File: src/otg_map.svh
/*
 * Register offsets, field positions, reset values, voltage decode
 * constants and timing counts of the VBUS switch and voltage-code block.
 * Assumes a single 50 MHz clock and an 8-bit register port.
 */
`ifndef OTG_MAP_SVH
`define OTG_MAP_SVH

// ==========================================================
// Register offsets (8-bit register port)
// ==========================================================
`define OTG_REG_CTRL 8'h00
`define OTG_REG_IRQ_EN 8'h01
`define OTG_REG_STATUS 8'h02
`define OTG_REG_BOOST_CODE 8'h03
`define OTG_REG_BUCK_CODE0 8'h04
`define OTG_REG_LDO_CODE0 8'h07

// ==========================================================
// Field positions and reset values
// ==========================================================
`define OTG_BIT_BOOST_PATH 0
`define OTG_BIT_INPUT_PATH 1
`define OTG_BIT_STAT_SW_BOOST 4
`define OTG_BIT_STAT_SW_INPUT 5
`define OTG_BIT_STAT_OVP 6
`define OTG_RST_CTRL 2'h0
`define OTG_RST_IRQ_EN 2'h0
`define OTG_RST_BOOST_CODE 8'h54
`define OTG_RST_BUCK_CODE 6'h18
`define OTG_RST_LDO_CODE 6'h18

// ==========================================================
// Six-bit code decode, millivolts
// ==========================================================
`define OTG_V6_LO_BASE 12'h258
`define OTG_V6_LO_RSTEP 12'h0c8
`define OTG_V6_LO_STEP 12'h019
`define OTG_V6_MID_BASE 12'h4b0
`define OTG_V6_MID_RSTEP 12'h190
`define OTG_V6_MID_STEP 12'h032
`define OTG_V6_HI_BASE 12'h960
`define OTG_V6_HI_RSTEP 12'h320
`define OTG_V6_HI_STEP 12'h064

// ==========================================================
// Eight-bit step-up code decode, millivolts
// ==========================================================
`define OTG_V8_FLOOR 16'h0bb8
`define OTG_V8_R3_BASE 16'h1838
`define OTG_V8_R4_BASE 16'h24b8
`define OTG_V8_R5_BASE 16'h3138
`define OTG_V8_R6_BASE 16'h4a38
`define OTG_V8_R7_BASE 16'h7c38
`define OTG_V8_SAT 16'ha1b8
`define OTG_V8_SAT_STEP 5'h18
`define OTG_V8_STEP_S 16'h0064
`define OTG_V8_STEP_M 16'h00c8
`define OTG_V8_STEP_L 16'h0190

// ==========================================================
// Timing
// ==========================================================
`define OTG_CLK_KHZ 50000
`define OTG_TICK_MS 1
`define OTG_TICK_CYCLES (`OTG_TICK_MS * `OTG_CLK_KHZ)
`define OTG_OC_TIMEOUT_MS 256
`define OTG_OC_TICKS 9'h100

`endif

File: src/otg_pkg.sv
/*
 * Types of the VBUS switch and voltage-code block.
 * Assumes otg_map.svh supplies all numbers.
 */
package otg_pkg;

    // ==========================================================
    // Carriers
    // ==========================================================
    // Comparator and detector levels from the analog side
    typedef struct packed {
        logic charger_ovp; // Charger input above 6 V
        logic input_oc; // Input path current above limit
        logic boost_oc; // Boost path current above limit
    } otg_sense_s;

    typedef logic [2:0][11:0] otg_buck_mv_t;
    typedef logic [3:0][11:0] otg_ldo_mv_t;

    // ==========================================================
    // State records
    // ==========================================================
    typedef struct packed {
        logic [8:0] cnt; // Whole ticks spent over the limit
        logic trip; // One-cycle turn-off request
    } otg_tmr_s;

    typedef struct packed {
        otg_sense_s sense_m; // First synchroniser stage
        otg_sense_s sense_q; // Second synchroniser stage
        logic [15:0] tick_cnt; // Millisecond divider
        logic tick; // One-cycle millisecond enable
        logic [1:0] ctrl; // Switch-on control bits
        logic [1:0] irq_en; // Fault interrupt enables
        logic [1:0] status; // Sticky over-current faults
        logic [1:0] lock; // Held off after a trip
        logic [1:0] sw; // Switch drive
        logic [7:0] boost_code; // Step-up voltage code
        logic [2:0][5:0] buck_code; // Step-down voltage codes
        logic [3:0][5:0] ldo_code; // Linear regulator codes
        logic [7:0] rdata; // Read data
        otg_buck_mv_t buck_mv; // Decoded step-down targets
        otg_ldo_mv_t ldo_mv; // Decoded linear targets
        logic [15:0] boost_mv; // Decoded step-up target
    } otg_top_s;

endpackage

File: src/otg_oc_timer.sv
/*
 * Over-current persistence timer for one VBUS switch.
 * Assumes over is already synchronised and tick is a one-cycle
 * millisecond enable on the same clock.
 */
`timescale 1ns/1ps
`include "otg_map.svh"

module otg_oc_timer (
    input wire logic sys_clk, // 50 MHz clock
    input wire logic srst, // Synchronous reset, high
    input wire logic tick, // Millisecond enable
    input wire logic over, // Switch on and over limit
    output logic trip // Turn-off pulse
);
    import otg_pkg::*;

    otg_tmr_s s; // Registered state
    otg_tmr_s next_s; // Next state

    // ==========================================================
    // Counting
    // ==========================================================
    // Trip only on the tick after the limit count, so the overload has
    // lasted strictly longer than the timeout whatever the tick phase
    always_comb begin
        next_s = s;
        next_s.trip = 1'b0;
        if (!over) begin
            next_s.cnt = 9'h000;
        end else if (tick) begin
            if (s.cnt == `OTG_OC_TICKS) begin
                next_s.trip = 1'b1;
                next_s.cnt = 9'h000;
            end else begin
                next_s.cnt = s.cnt + 9'h001;
            end
        end
    end

    // State register
    always_ff @(posedge sys_clk) begin
        if (srst) begin
            s <= '0;
        end else begin
            s <= next_s;
        end
    end

    assign trip = s.trip;
endmodule

File: src/otg_switch_ctrl.sv
/*
 * VBUS power-path switch control and regulator voltage-code decode.
 * Assumes the analog comparators arrive asynchronously and the host
 * drives the register port on sys_clk.
 */
// Implementation choices: the strobed register port and the register offsets.
// How it works
// step-down code: range bits select step size
// linear codes decode like step-down codes
// step-up ranges 000, 001 give 3.000 V
// step-up ranges 010-100 add 0.1 V steps
// ranges 101-111 larger steps, saturate 41.4 V
// boost path switch follows its on bit
// boost overload over 256 ms trips off
// tripped boost switch needs 0-to-1 re-arm
// boost fault interrupt only when enabled
// input switch off while boost switch on
// input overload over 256 ms trips off
// tripped input switch needs 0-to-1 re-arm
// charger over-voltage forces input switch off
// input fault interrupt only when enabled
// host rewrites voltage codes to retarget
// overload timer restarts when current recovers
`timescale 1ns/1ps
`include "otg_map.svh"

module otg_switch_ctrl #(
    parameter int MS_CYCLES = `OTG_TICK_CYCLES // Clocks per millisecond
) (
    input wire logic sys_clk, // 50 MHz clock
    input wire logic srst, // Synchronous reset, high
    input wire logic [7:0] reg_addr, // Register address
    input wire logic [7:0] reg_wdata, // Write data
    input wire logic reg_wr, // Write strobe
    input wire logic reg_rd, // Read strobe
    output logic [7:0] reg_rdata, // Read data, cycle after strobe
    input wire otg_pkg::otg_sense_s sense, // Asynchronous detectors
    output logic boost_path_switch, // Boost to VBUS switch drive
    output logic input_path_switch, // Charger to VBUS switch drive
    output logic irq, // Level interrupt, high
    output otg_pkg::otg_buck_mv_t buck_mv, // Step-down targets, mV
    output otg_pkg::otg_ldo_mv_t ldo_mv, // Linear targets, mV
    output logic [15:0] boost_mv // Step-up target, mV
);
    import otg_pkg::*;

    otg_top_s s; // Registered state
    otg_top_s next_s; // Next state
    logic [1:0] trip; // Timer turn-off pulses
    logic [1:0] rise; // Re-arm edges on the on bits
    logic [1:0] w1c; // Status bits being cleared
    logic ctrl_wr; // Write to the control register

    // ==========================================================
    // Decode functions
    // ==========================================================
    // Six-bit code: three ranges of 25, 50 and 100 mV steps
    function automatic logic [11:0] dec6(input logic [5:0] code);
        logic [11:0] rr;
        logic [11:0] ss;
        logic [11:0] v;
        rr = {9'h000, code[5:3]};
        ss = {9'h000, code[2:0]};
        if (code[5:3] < 3'h3) begin
            v = `OTG_V6_LO_BASE + rr * `OTG_V6_LO_RSTEP
                + ss * `OTG_V6_LO_STEP;
        end else if (code[5:3] < 3'h6) begin
            v = `OTG_V6_MID_BASE + (rr - 12'h003) * `OTG_V6_MID_RSTEP
                + ss * `OTG_V6_MID_STEP;
        end else begin
            v = `OTG_V6_HI_BASE + (rr - 12'h006) * `OTG_V6_HI_RSTEP
                + ss * `OTG_V6_HI_STEP;
        end
        return v;
    endfunction

    // Eight-bit step-up code; the top range clips at its ceiling
    function automatic logic [15:0] dec8(input logic [7:0] code);
        logic [15:0] ss;
        logic [15:0] v;
        ss = {11'h000, code[4:0]};
        unique case (code[7:5])
            3'h0, 3'h1: begin
                v = `OTG_V8_FLOOR;
            end
            3'h2: begin
                v = `OTG_V8_FLOOR + ss * `OTG_V8_STEP_S;
            end
            3'h3: begin
                v = `OTG_V8_R3_BASE + ss * `OTG_V8_STEP_S;
            end
            3'h4: begin
                v = `OTG_V8_R4_BASE + ss * `OTG_V8_STEP_S;
            end
            3'h5: begin
                v = `OTG_V8_R5_BASE + ss * `OTG_V8_STEP_M;
            end
            3'h6: begin
                v = `OTG_V8_R6_BASE + ss * `OTG_V8_STEP_L;
            end
            3'h7: begin
                // Saturation guards against a target above the rating
                if (code[4:0] >= `OTG_V8_SAT_STEP) begin
                    v = `OTG_V8_SAT;
                end else begin
                    v = `OTG_V8_R7_BASE + ss * `OTG_V8_STEP_L;
                end
            end
        endcase
        return v;
    endfunction

    // ==========================================================
    // Over-current timers, one per switch
    // ==========================================================
    // Only an energised switch can carry overload current, so the
    // comparator is qualified by the switch drive
    genvar gi;
    generate
        for (gi = 0; gi < 2; gi++) begin : g_tmr
            otg_oc_timer u_tmr (
                .sys_clk(sys_clk),
                .srst(srst),
                .tick(s.tick),
                .over(s.sw[gi] & (gi == 0 ? s.sense_q.boost_oc
                                          : s.sense_q.input_oc)),
                .trip(trip[gi])
            );
        end
    endgenerate

    // ==========================================================
    // Write side strobes
    // ==========================================================
    // Re-arm edges are seen at the write, not by sampling the bit,
    // so a clear and set in back-to-back writes is never missed
    always_comb begin
        ctrl_wr = reg_wr && (reg_addr == `OTG_REG_CTRL);
        rise = ctrl_wr ? (reg_wdata[1:0] & ~s.ctrl) : 2'h0;
        w1c = (reg_wr && (reg_addr == `OTG_REG_STATUS)) ? reg_wdata[1:0]
                                                       : 2'h0;
    end

    // ==========================================================
    // Next state
    // ==========================================================
    always_comb begin
        next_s = s;
        // Two-flop synchroniser on the analog detectors
        next_s.sense_m = sense;
        next_s.sense_q = s.sense_m;

        // Millisecond enable divider
        next_s.tick = 1'b0;
        if (s.tick_cnt == 16'(MS_CYCLES - 1)) begin
            next_s.tick_cnt = 16'h0000;
            next_s.tick = 1'b1;
        end else begin
            next_s.tick_cnt = s.tick_cnt + 16'h0001;
        end

        // Register writes
        if (reg_wr) begin
            unique case (reg_addr)
                `OTG_REG_CTRL: begin
                    next_s.ctrl = reg_wdata[1:0];
                end
                `OTG_REG_IRQ_EN: begin
                    next_s.irq_en = reg_wdata[1:0];
                end
                `OTG_REG_BOOST_CODE: begin
                    next_s.boost_code = reg_wdata;
                end
                default: begin
                    // Voltage code banks; anything else is ignored
                    for (int i = 0; i < 3; i++) begin
                        if (reg_addr == `OTG_REG_BUCK_CODE0 + 8'(i)) begin
                            next_s.buck_code[i] = reg_wdata[5:0];
                        end
                    end
                    for (int i = 0; i < 4; i++) begin
                        if (reg_addr == `OTG_REG_LDO_CODE0 + 8'(i)) begin
                            next_s.ldo_code[i] = reg_wdata[5:0];
                        end
                    end
                end
            endcase
        end

        // Trip latch and sticky fault; a trip beats a same-cycle
        // re-arm or clear so no fault is ever lost
        next_s.lock = (s.lock & ~rise) | trip;
        next_s.status = (s.status & ~w1c) | trip;

        // Switch drive from the next control state
        next_s.sw[0] = next_s.ctrl[0] & ~next_s.lock[0];
        next_s.sw[1] = next_s.ctrl[1] & ~next_s.lock[1]
            & ~next_s.sw[0]
            & ~s.sense_q.charger_ovp;

        // Read data stands one cycle after the strobe only
        next_s.rdata = 8'h00;
        if (reg_rd) begin
            unique case (reg_addr)
                `OTG_REG_CTRL: begin
                    next_s.rdata = {6'h00, s.ctrl};
                end
                `OTG_REG_IRQ_EN: begin
                    next_s.rdata = {6'h00, s.irq_en};
                end
                `OTG_REG_STATUS: begin
                    next_s.rdata = {1'b0, s.sense_q.charger_ovp, s.sw,
                                    2'h0, s.status};
                end
                `OTG_REG_BOOST_CODE: begin
                    next_s.rdata = s.boost_code;
                end
                default: begin
                    // Unmapped addresses read zero
                    for (int i = 0; i < 3; i++) begin
                        if (reg_addr == `OTG_REG_BUCK_CODE0 + 8'(i)) begin
                            next_s.rdata = {2'h0, s.buck_code[i]};
                        end
                    end
                    for (int i = 0; i < 4; i++) begin
                        if (reg_addr == `OTG_REG_LDO_CODE0 + 8'(i)) begin
                            next_s.rdata = {2'h0, s.ldo_code[i]};
                        end
                    end
                end
            endcase
        end

        // Target voltages follow the codes one cycle later
        for (int i = 0; i < 3; i++) begin
            next_s.buck_mv[i] = dec6(s.buck_code[i]);
        end
        for (int i = 0; i < 4; i++) begin
            next_s.ldo_mv[i] = dec6(s.ldo_code[i]);
        end
        next_s.boost_mv = dec8(s.boost_code);
    end

    // ==========================================================
    // State register
    // ==========================================================
    always_ff @(posedge sys_clk) begin
        if (srst) begin
            s <= '0;
            s.ctrl <= `OTG_RST_CTRL;
            s.irq_en <= `OTG_RST_IRQ_EN;
            s.boost_code <= `OTG_RST_BOOST_CODE;
            s.buck_code <= {3{`OTG_RST_BUCK_CODE}};
            s.ldo_code <= {4{`OTG_RST_LDO_CODE}};
        end else begin
            s <= next_s;
        end
    end

    // ==========================================================
    // Outputs
    // ==========================================================
    assign reg_rdata = s.rdata;
    assign boost_path_switch = s.sw[0];
    assign input_path_switch = s.sw[1];
    assign irq = |(s.status & s.irq_en);
    assign buck_mv = s.buck_mv;
    assign ldo_mv = s.ldo_mv;
    assign boost_mv = s.boost_mv;
endmodule

File: config.mk
export PLATFORM = sky130hd
export DESIGN_NAME = otg_switch_ctrl
export DESIGN_NICKNAME = d
export VERILOG_FILES = /design/src/otg_pkg.sv /design/src/otg_oc_timer.sv /design/src/otg_switch_ctrl.sv
export VERILOG_INCLUDE_DIRS = /design/src
export SDC_FILE = /design/constraint.sdc
export NUM_CORES = 1
export LEC_CHECK = 0
export BUFFER_PORTS_ARGS = -buffer_cell sky130_fd_sc_hd__buf_2
export CAP_MARGIN = 10
export CORE_MARGIN = 5
export CORE_UTILIZATION = 30
export CTS_CLUSTER_SIZE = 40
export DETAILED_ROUTE_END_ITERATION = 12
export PLACE_DENSITY_LB_ADDON = 0.1
export REMOVE_ABC_BUFFERS = 1
export SLEW_MARGIN = 20
export SYNTH_ARGS = -nofsm -noshare
export SYNTH_HDL_FRONTEND = slang
export SYNTH_HIERARCHICAL = 1
export SYNTH_SLANG_ARGS = --single-unit
File: constraint.sdc
create_clock -name sys_clk -period 4.2 [get_ports sys_clk]
set_input_delay 0.63 -clock sys_clk [delete_from_list [all_inputs] [get_ports sys_clk]]
set_output_delay 0.63 -clock sys_clk [all_outputs]
set_load 0.1 [all_outputs]
==> results.py, run 1 <==
metrics = {
    "synthesis": {
        "synth-adder-area-share_pct": 30.48,
        "ys_ff_latch": 209,
        "synth_top_family_by_area": "adder cells",
        "synthCells": 2565,
        "yosysTopAreaCell": "ha_1",
        "synth-xor-area-share_pct": 9.075,
        "ys_async_sr_fraction_pct": 0,
        "avgSynthCellArea_sq_um": 8.466,
        "synthSimpleGateAreaFrac_pct": 11.42,
        "ys_warn_count": 6,
        "synth-compound-area-share_pct": 14.38,
        "synth-edff-count": 0,
        "synth.distinct_cells": 73,
        "yosysSeqAreaShare_pct": 19.27,
        "yosys.area.top_type_share_pct": 25.41,
        "netlist_top_cells_area": "ha_1 25%, dfxtp_1 19%, xnor2_1 6.3%, inv_1 5.7%, fa_1 5.1%",
        "synth-main-ff-cell": "dfxtp_1",
        "synth_area_sq_um": 21720,
        "muxShareOfSynthArea_pct": 4.166,
    },
    "setup_path": {
        "cp_slowest_cell": "fa_1",
        "slowest_delay_ns": 0.51,
        "cp.required_ns": 4.62,
        "r2r_slack_ns": 0.23,
        "cp_common_cell": "inv_1",
        "start_kind": "register",
        "startpoint": "s[117]",
        "cpLargestDelayFamily": "adder cells",
        "critPathArrivalTime_ns": 4.39,
        "reg2reg_from": "s[117]",
        "cp_max_fo": 6,
        "cp-end-kind": "register",
        "cp_num_buf_inv": 4,
        "crit_chain": "inv_1 -> ha_1 -> inv_1 -> ha_1 -> inv_1 -> fa_1 -> fa_1 -> inv_1 -> ha_1 -> xor2_1 -> or2_2 -> mux2i_1 -> a2111o_1 -> a21oi_1 -> a211oi_1",
        "crit_type": "register to register",
    },
    "detailed_routing": {
        "vias": 16820,
        "drtIter0Drc": 651,
        "wire_per_inst_microns": 17.14,
        "wl_mm": 61.28,
        "drcViolationCount": 0,
        "ant_nets": 0,
        "vias_per_cell": 4.704,
        "drtPass1Iterations": 5,
    },
    "power": {
        "p_clk_share_pct": 50.7,
        "power.switching_uw": 1311,
        "power.internal_uw": 3692,
        "swShare_pct": 26.21,
        "power_leakage_uw": 0.01185,
        "power_uw": 5003,
        "cellPowerDensity_nw_per_um2": 208.7,
        "ir_drop_mv": 0.2616,
        "power_frac_seq_pct": 40.4,
        "pwr-share-comb_pct": 8.9,
    },
    "sta": {
        "skew_ns": 0.008916,
        "rsz0062_at_grt": "false",
        "maxSlewViolCount": 0,
        "finalSetupViolations": 0,
        "hold_viol_final": 0,
        "tightest_slew_ns": 1.049,
        "slew-limit-headroom_pct": 29.44,
        "fin_setup_tns_ns": 0,
        "hold_ws_ns": 0.2630,
        "timing.final.crit_share_pct": 94.48,
        "fin_crit_ns": 3.968,
        "fmax_mhz": 252.0,
    },
    "clock_tree": {
        "clk_latency_ns": 0.57,
        "cts.clk_slew.worst_paths_ns": 0.06,
        "hold_buffers": 0,
        "htree_levels": 1,
        "cts_sinks": 209,
        "cts_buffers": 29,
        "clock_path_buffers": 3,
        "cts_root_buffer": "clkbuf_16",
        "cts_setup_buffers": 0,
        "post_cts_resize_count": 0,
        "cts_tree": "done",
    },
    "global_routing": {
        "grt_antenna_before_repair": 8,
        "grt.total_usage_pct": 15.38,
        "grt.overflow.total": 0,
        "grt_pass1_wl_mm": 97.55,
        "grt_start_max_net_pins": 100,
        "first_global_vias": 17290,
    },
    "final_layout": {
        "utilization_pct": 33.47,
        "fin_nets": 3125,
        "syn_to_final_growth_pct": 10.37,
        "drive_gt1_share_pct": 11.37,
        "finalInstanceArea_sq_um": 23970,
    },
    "die": {
        "start_util_pct": 30.33,
        "io_pins": 134,
        "die_x_microns": 279.0,
        "core_sq_um": 71610,
        "row_count": 98,
        "dieHeight_microns": 279.0,
        "fp.dieArea_sq_um": 77870,
    },
    "placement": {
        "post-dp-hpwl_mm": 48.60,
        "gp_congestion": 0.8468,
        "port_buffers": 131,
        "placedInstanceArea_sq_um": 22980,
    },
    "run_status": {
        "status": "finished clean",
    },
    "hold_path": {
        "hp-start": "sense[2]",
        "hold_path.class": "primary input to register",
    },
    "flow_run": {
        "maxCapViolCount": 0,
    },
}
## power groups by stage
stage / Combinational, uW / Sequential [uW] / Clock (uW)
6_report: 446 / 2020 / 2540
5_1_grt: 476 / 2020 / 2720
4_1_cts: 452 / 2020 / 2640
3_5_place_dp: 450 / 2060 / 0
3_3_place_gp: 450 / 2060 / 0
2_1_floorplan: 141 / 2230 / 0
## per-layer routing
metal / track usage [%] / vias to the layer above / wire, microns
li1: - / 8646 / -
met1: 21.01 / 7881 / 29920
met2: 25.99 / 220 / 27940
met3: 2.366 / 63 / 2376
met4: 2.929 / 6 / 1002
met5: 0 / - / 39
## stage by stage
step	worst slack (ns)	instances
final	0.2318	3575
after global routing	0.02118	3572
after CTS	0.2248	3572
after detailed placement	0.2370	3525
after global placement	0.3393	3525
after floorplan	0.3978	2368
## final timing paths
path	to	depth (start not counted)
setup / recovery	ldo_mv[22]	15
setup reg to reg	ldo_mv[22]	15
hold / removal	next_s[187]	2
hold reg to reg	s[185]	1
## logic make-up (layout without fill, tap and decap cells)
logic type	Yosys count	after routing
buffers and inverters	535	591
other	1	5
AOI/OAI and AO/OA	496	496
and+or+nand+nor	522	522
DFF	209	209
xor gates and xnor gates	225	225
adders and majority gates	496	496
muxes	81	81
## sequential cells by signal (all words and copies together) (netlist names)
signal             flops
s                     78
ldo_mv                48
buck_mv               36
g_tmr.u_tmr/s         18
boost_mv              14
reg_rdata              8
next_s                 3
g_tmr.u_tmr/trip       2
boost_path_switch      1
input_path_switch      1
## synthesized netlist by cell type (all sizes together), types with 4 or more instances
master / count
a2111o: 4
a211o: 4
a211oi: 65
a21boi: 5
a21o: 49
a21oi: 182
a221oi: 9
a31o: 4
a31oi: 10
a32oi: 6
and2: 10
and3: 14
buf: 124
clkbuf: 74
clkinv: 4
dfxtp: 209
fa: 55
ha: 441
inv: 333
mux2: 5
mux2i: 69
mux4: 7
nand2: 120
nand2b: 18
nand3: 29
nand3b: 4
nand4: 13
nor2: 198
nor2b: 43
nor3: 32
nor3b: 4
nor4: 5
o211ai: 17
o21a: 4
o21ai: 84
o21bai: 19
o22ai: 4
o31ai: 7
or2: 12
or3: 11
or4: 4
xnor2: 155
xor2: 70
## cell usage in the layout, fill, tap and decap left out, drive strengths merged, types with 5 or more instances in the layout
cell type / synthesis / layout
dfxtp: 209 / 209
and2: 10 / 10
inv: 333 / 335
mux2: 5 / 5
a21boi: 5 / 5
nand2b: 18 / 18
o211ai: 17 / 17
fa: 55 / 55
mux2i: 69 / 69
nor2b: 43 / 43
clkbuf: 74 / 37
and3: 14 / 14
nor2: 198 / 198
a21oi: 182 / 182
a31oi: 10 / 10
or3: 11 / 11
nor3: 32 / 32
nor4: 5 / 5
a21o: 49 / 49
o21bai: 19 / 19
nand2: 120 / 120
a211oi: 65 / 65
mux4: 7 / 7
or2: 12 / 12
a32oi: 6 / 6
o21ai: 84 / 84
a221oi: 9 / 9
xnor2: 155 / 155
xor2: 70 / 70
nand4: 13 / 13
ha: 441 / 441
clkinv: 4 / 6
buf: 124 / 207
o31ai: 7 / 7
nand3: 29 / 29
## layout make-up
class / count / area, sq um
Antenna cell: 3 / 7.507
Clock inverter: 10 / 162.7
Sequential cell: 209 / 4185
Multi-Input combinational cell: 1822 / 15110
Tap cell: 950 / 1189
Timing Repair Buffer: 207 / 1241
Fill cell: 7572 / 47640
Inverter: 337 / 1265
Clock buffer: 37 / 805.8
Note: power is estimated with default switching activity, not from simulation.
==> run 2, diff against run 1 <==
Settings changed: BUFFER_PORTS_ARGS -buffer_cell sky130_fd_sc_hd__buf_2 to unset, DONT_BUFFER_PORTS set to 1.
==> results.py, run 2 (synthesis results as in run 1) <==
metrics = {
    "placement": {
        "post-dp-hpwl_mm": 47.44,
        "place_ws_ns": 0.2162,
        "placedInstanceArea_sq_um": 22270,
        "port_buffers": 0,
        "gp_congestion": 0.8611,
        "dp.cells": 3389,
    },
    "sta": {
        "fin_crit_ns": 3.940,
        "fin_setup_tns_ns": 0,
        "worst_slack_ns": 0.2603,
        "slew-limit-headroom_pct": 21.50,
        "timing.final.crit_share_pct": 93.80,
        "fmax_mhz": 253.8,
        "maxSlewViolCount": 0,
        "tightest_slew_ns": 1.167,
        "rsz0062_at_grt": "false",
        "skew_ns": 0.02293,
        "hold_viol_final": 0,
        "finalSetupViolations": 0,
    },
    "final_layout": {
        "drive_gt1_share_pct": 6.782,
        "final_cells": 3443,
        "finalInstanceArea_sq_um": 23250,
        "layout_commonest_cell": "ha_1",
        "syn_to_final_growth_pct": 7.075,
        "largest-register": "s",
        "largest_register_ff_count": 78,
        "fin_nets": 2989,
        "final_cell_mix": "441 x ha_1, 331 x inv_1, 207 x dfxtp_1",
    },
    "global_routing": {
        "grt.met1_usage_pct": 20.46,
        "gr-max-usage-layer": "met2",
        "grt_start_max_net_pins": 132,
        "grt_antenna_before_repair": 2,
        "first_global_vias": 16840,
        "grt.total_usage_pct": 15.25,
        "use_met2_pct": 25.29,
        "grt_pass1_wl_mm": 95.79,
        "grt.overflow.total": 0,
        "met3_usage_pct": 3.462,
    },
    "clock_tree": {
        "post_cts_resize_count": 0,
        "htree_levels": 1,
        "hold_buffers": 0,
        "clock_path_buffers": 3,
        "cts.clk_slew.worst_paths_ns": 0.06,
        "cts_sinks": 209,
        "clk_latency_ns": 0.59,
        "cts_root_buffer": "clkbuf_16",
        "cts_tree": "done",
        "cts_buffers": 29,
        "cts_setup_buffers": 0,
    },
    "die": {
        "row_count": 98,
        "die_x_microns": 279.0,
        "dieHeight_microns": 279.0,
        "core_sq_um": 71610,
        "start_util_pct": 30.33,
        "io_pins": 134,
        "fp.dieArea_sq_um": 77870,
    },
    "setup_path": {
        "cp.required_ns": 4.69,
        "crit_type": "register to register",
        "start_kind": "register",
        "cp_max_fo": 8,
        "critPathArrivalTime_ns": 4.43,
        "cp-end-kind": "register",
        "startpoint": "s[111]",
        "reg2reg_from": "s[111]",
    },
    "hold_path": {
        "hp-start": "srst",
        "hold_path.class": "primary input to register",
    },
    "power": {
        "ir_drop_mv": 0.2526,
        "power_leakage_uw": 0.01118,
        "swShare_pct": 26.49,
        "cellPowerDensity_nw_per_um2": 210.1,
        "power.internal_uw": 3591,
        "p_clk_share_pct": 51.3,
        "power.switching_uw": 1294,
        "pwr-share-comb_pct": 3.9,
        "power_uw": 4885,
        "power_frac_seq_pct": 44.8,
    },
    "detailed_routing": {
        "vias_per_cell": 4.748,
        "wl_mm": 60.61,
        "drtPass1Iterations": 5,
        "vias": 16350,
        "drcViolationCount": 0,
        "wire_per_inst_microns": 17.60,
        "drtIter0Drc": 599,
        "ant_nets": 0,
    },
    "run_status": {
        "status": "finished clean",
    },
    "flow_run": {
        "maxCapViolCount": 0,
    },
}
[run 2: through the flow]
| step | util [%] | hold WS [ns] |
|---|---|---|
| after floorplan | - | 0.3965 |
| after global placement | 31.11 | 0.4279 |
| after detailed placement | 31.11 | 0.4336 |
| after CTS | 32.45 | 0.1013 |
| after global routing | 32.47 | 0.1083 |
| final | 32.47 | 0.1634 |
[run 2: layout make-up]
| cell class | instances | area (sq um) |
|---|---|---|
| fill | 7663 | 48360 |
| timing repair buffer | 71 | 533.0 |
| clock buffer | 36 | 782.0 |
| tap | 950 | 1189 |
| antenna | 1 | 2.502 |
| multi-input combinational | 1822 | 15110 |
| clock inverter | 17 | 182.7 |
| sequential | 209 | 4187 |
| inverter | 337 | 1265 |
[run 2: path summary, 6_finish.rpt]
| path | end | slack, ns | cells past startpoint |
|---|---|---|---|
| max | ldo_mv[11] | 0.26 | 15 |
| min | boost_mv[11] | 0.16 | 1 |
| max reg2reg | ldo_mv[11] | 0.26 | 15 |
| min reg2reg | s[187] | 0.44 | 1 |
[run 2: power groups by stage]
| stage | Combinational [uW] | Clock, uW | Sequential [uW] |
|---|---|---|---|
| final | 191 | 2510 | 2190 |
| after global routing | 215 | 2710 | 2190 |
| after CTS | 195 | 2630 | 2190 |
| after detailed placement | 192 | 0 | 2230 |
| after global placement | 192 | 0 | 2230 |
| after floorplan | 141 | 0 | 2230 |
[run 2: routing by layer]
layer | part of all wire (%) | vias up | routed length (microns)
met5 | 0.021 | - | 13
met1 | 47 | 7684 | 28690
met4 | 1.7 | 2 | 1022
met2 | 45 | 254 | 27340
met3 | 5.8 | 58 | 3542
li1 | - | 8350 | -
[run 2: critical path, stage by stage, from the launching register on]
cell,delay [ns]
dfxtp_1,0.57
ha_1,0.25
inv_1,0.05
ha_1,0.30
inv_1,0.10
ha_1,0.14
inv_1,0.04
fa_1,0.45
fa_1,0.51
inv_1,0.04
ha_1,0.35
or2_2,0.31
o31a_1,0.24
o211ai_1,0.19
xnor2_1,0.10
a21oi_1,0.19
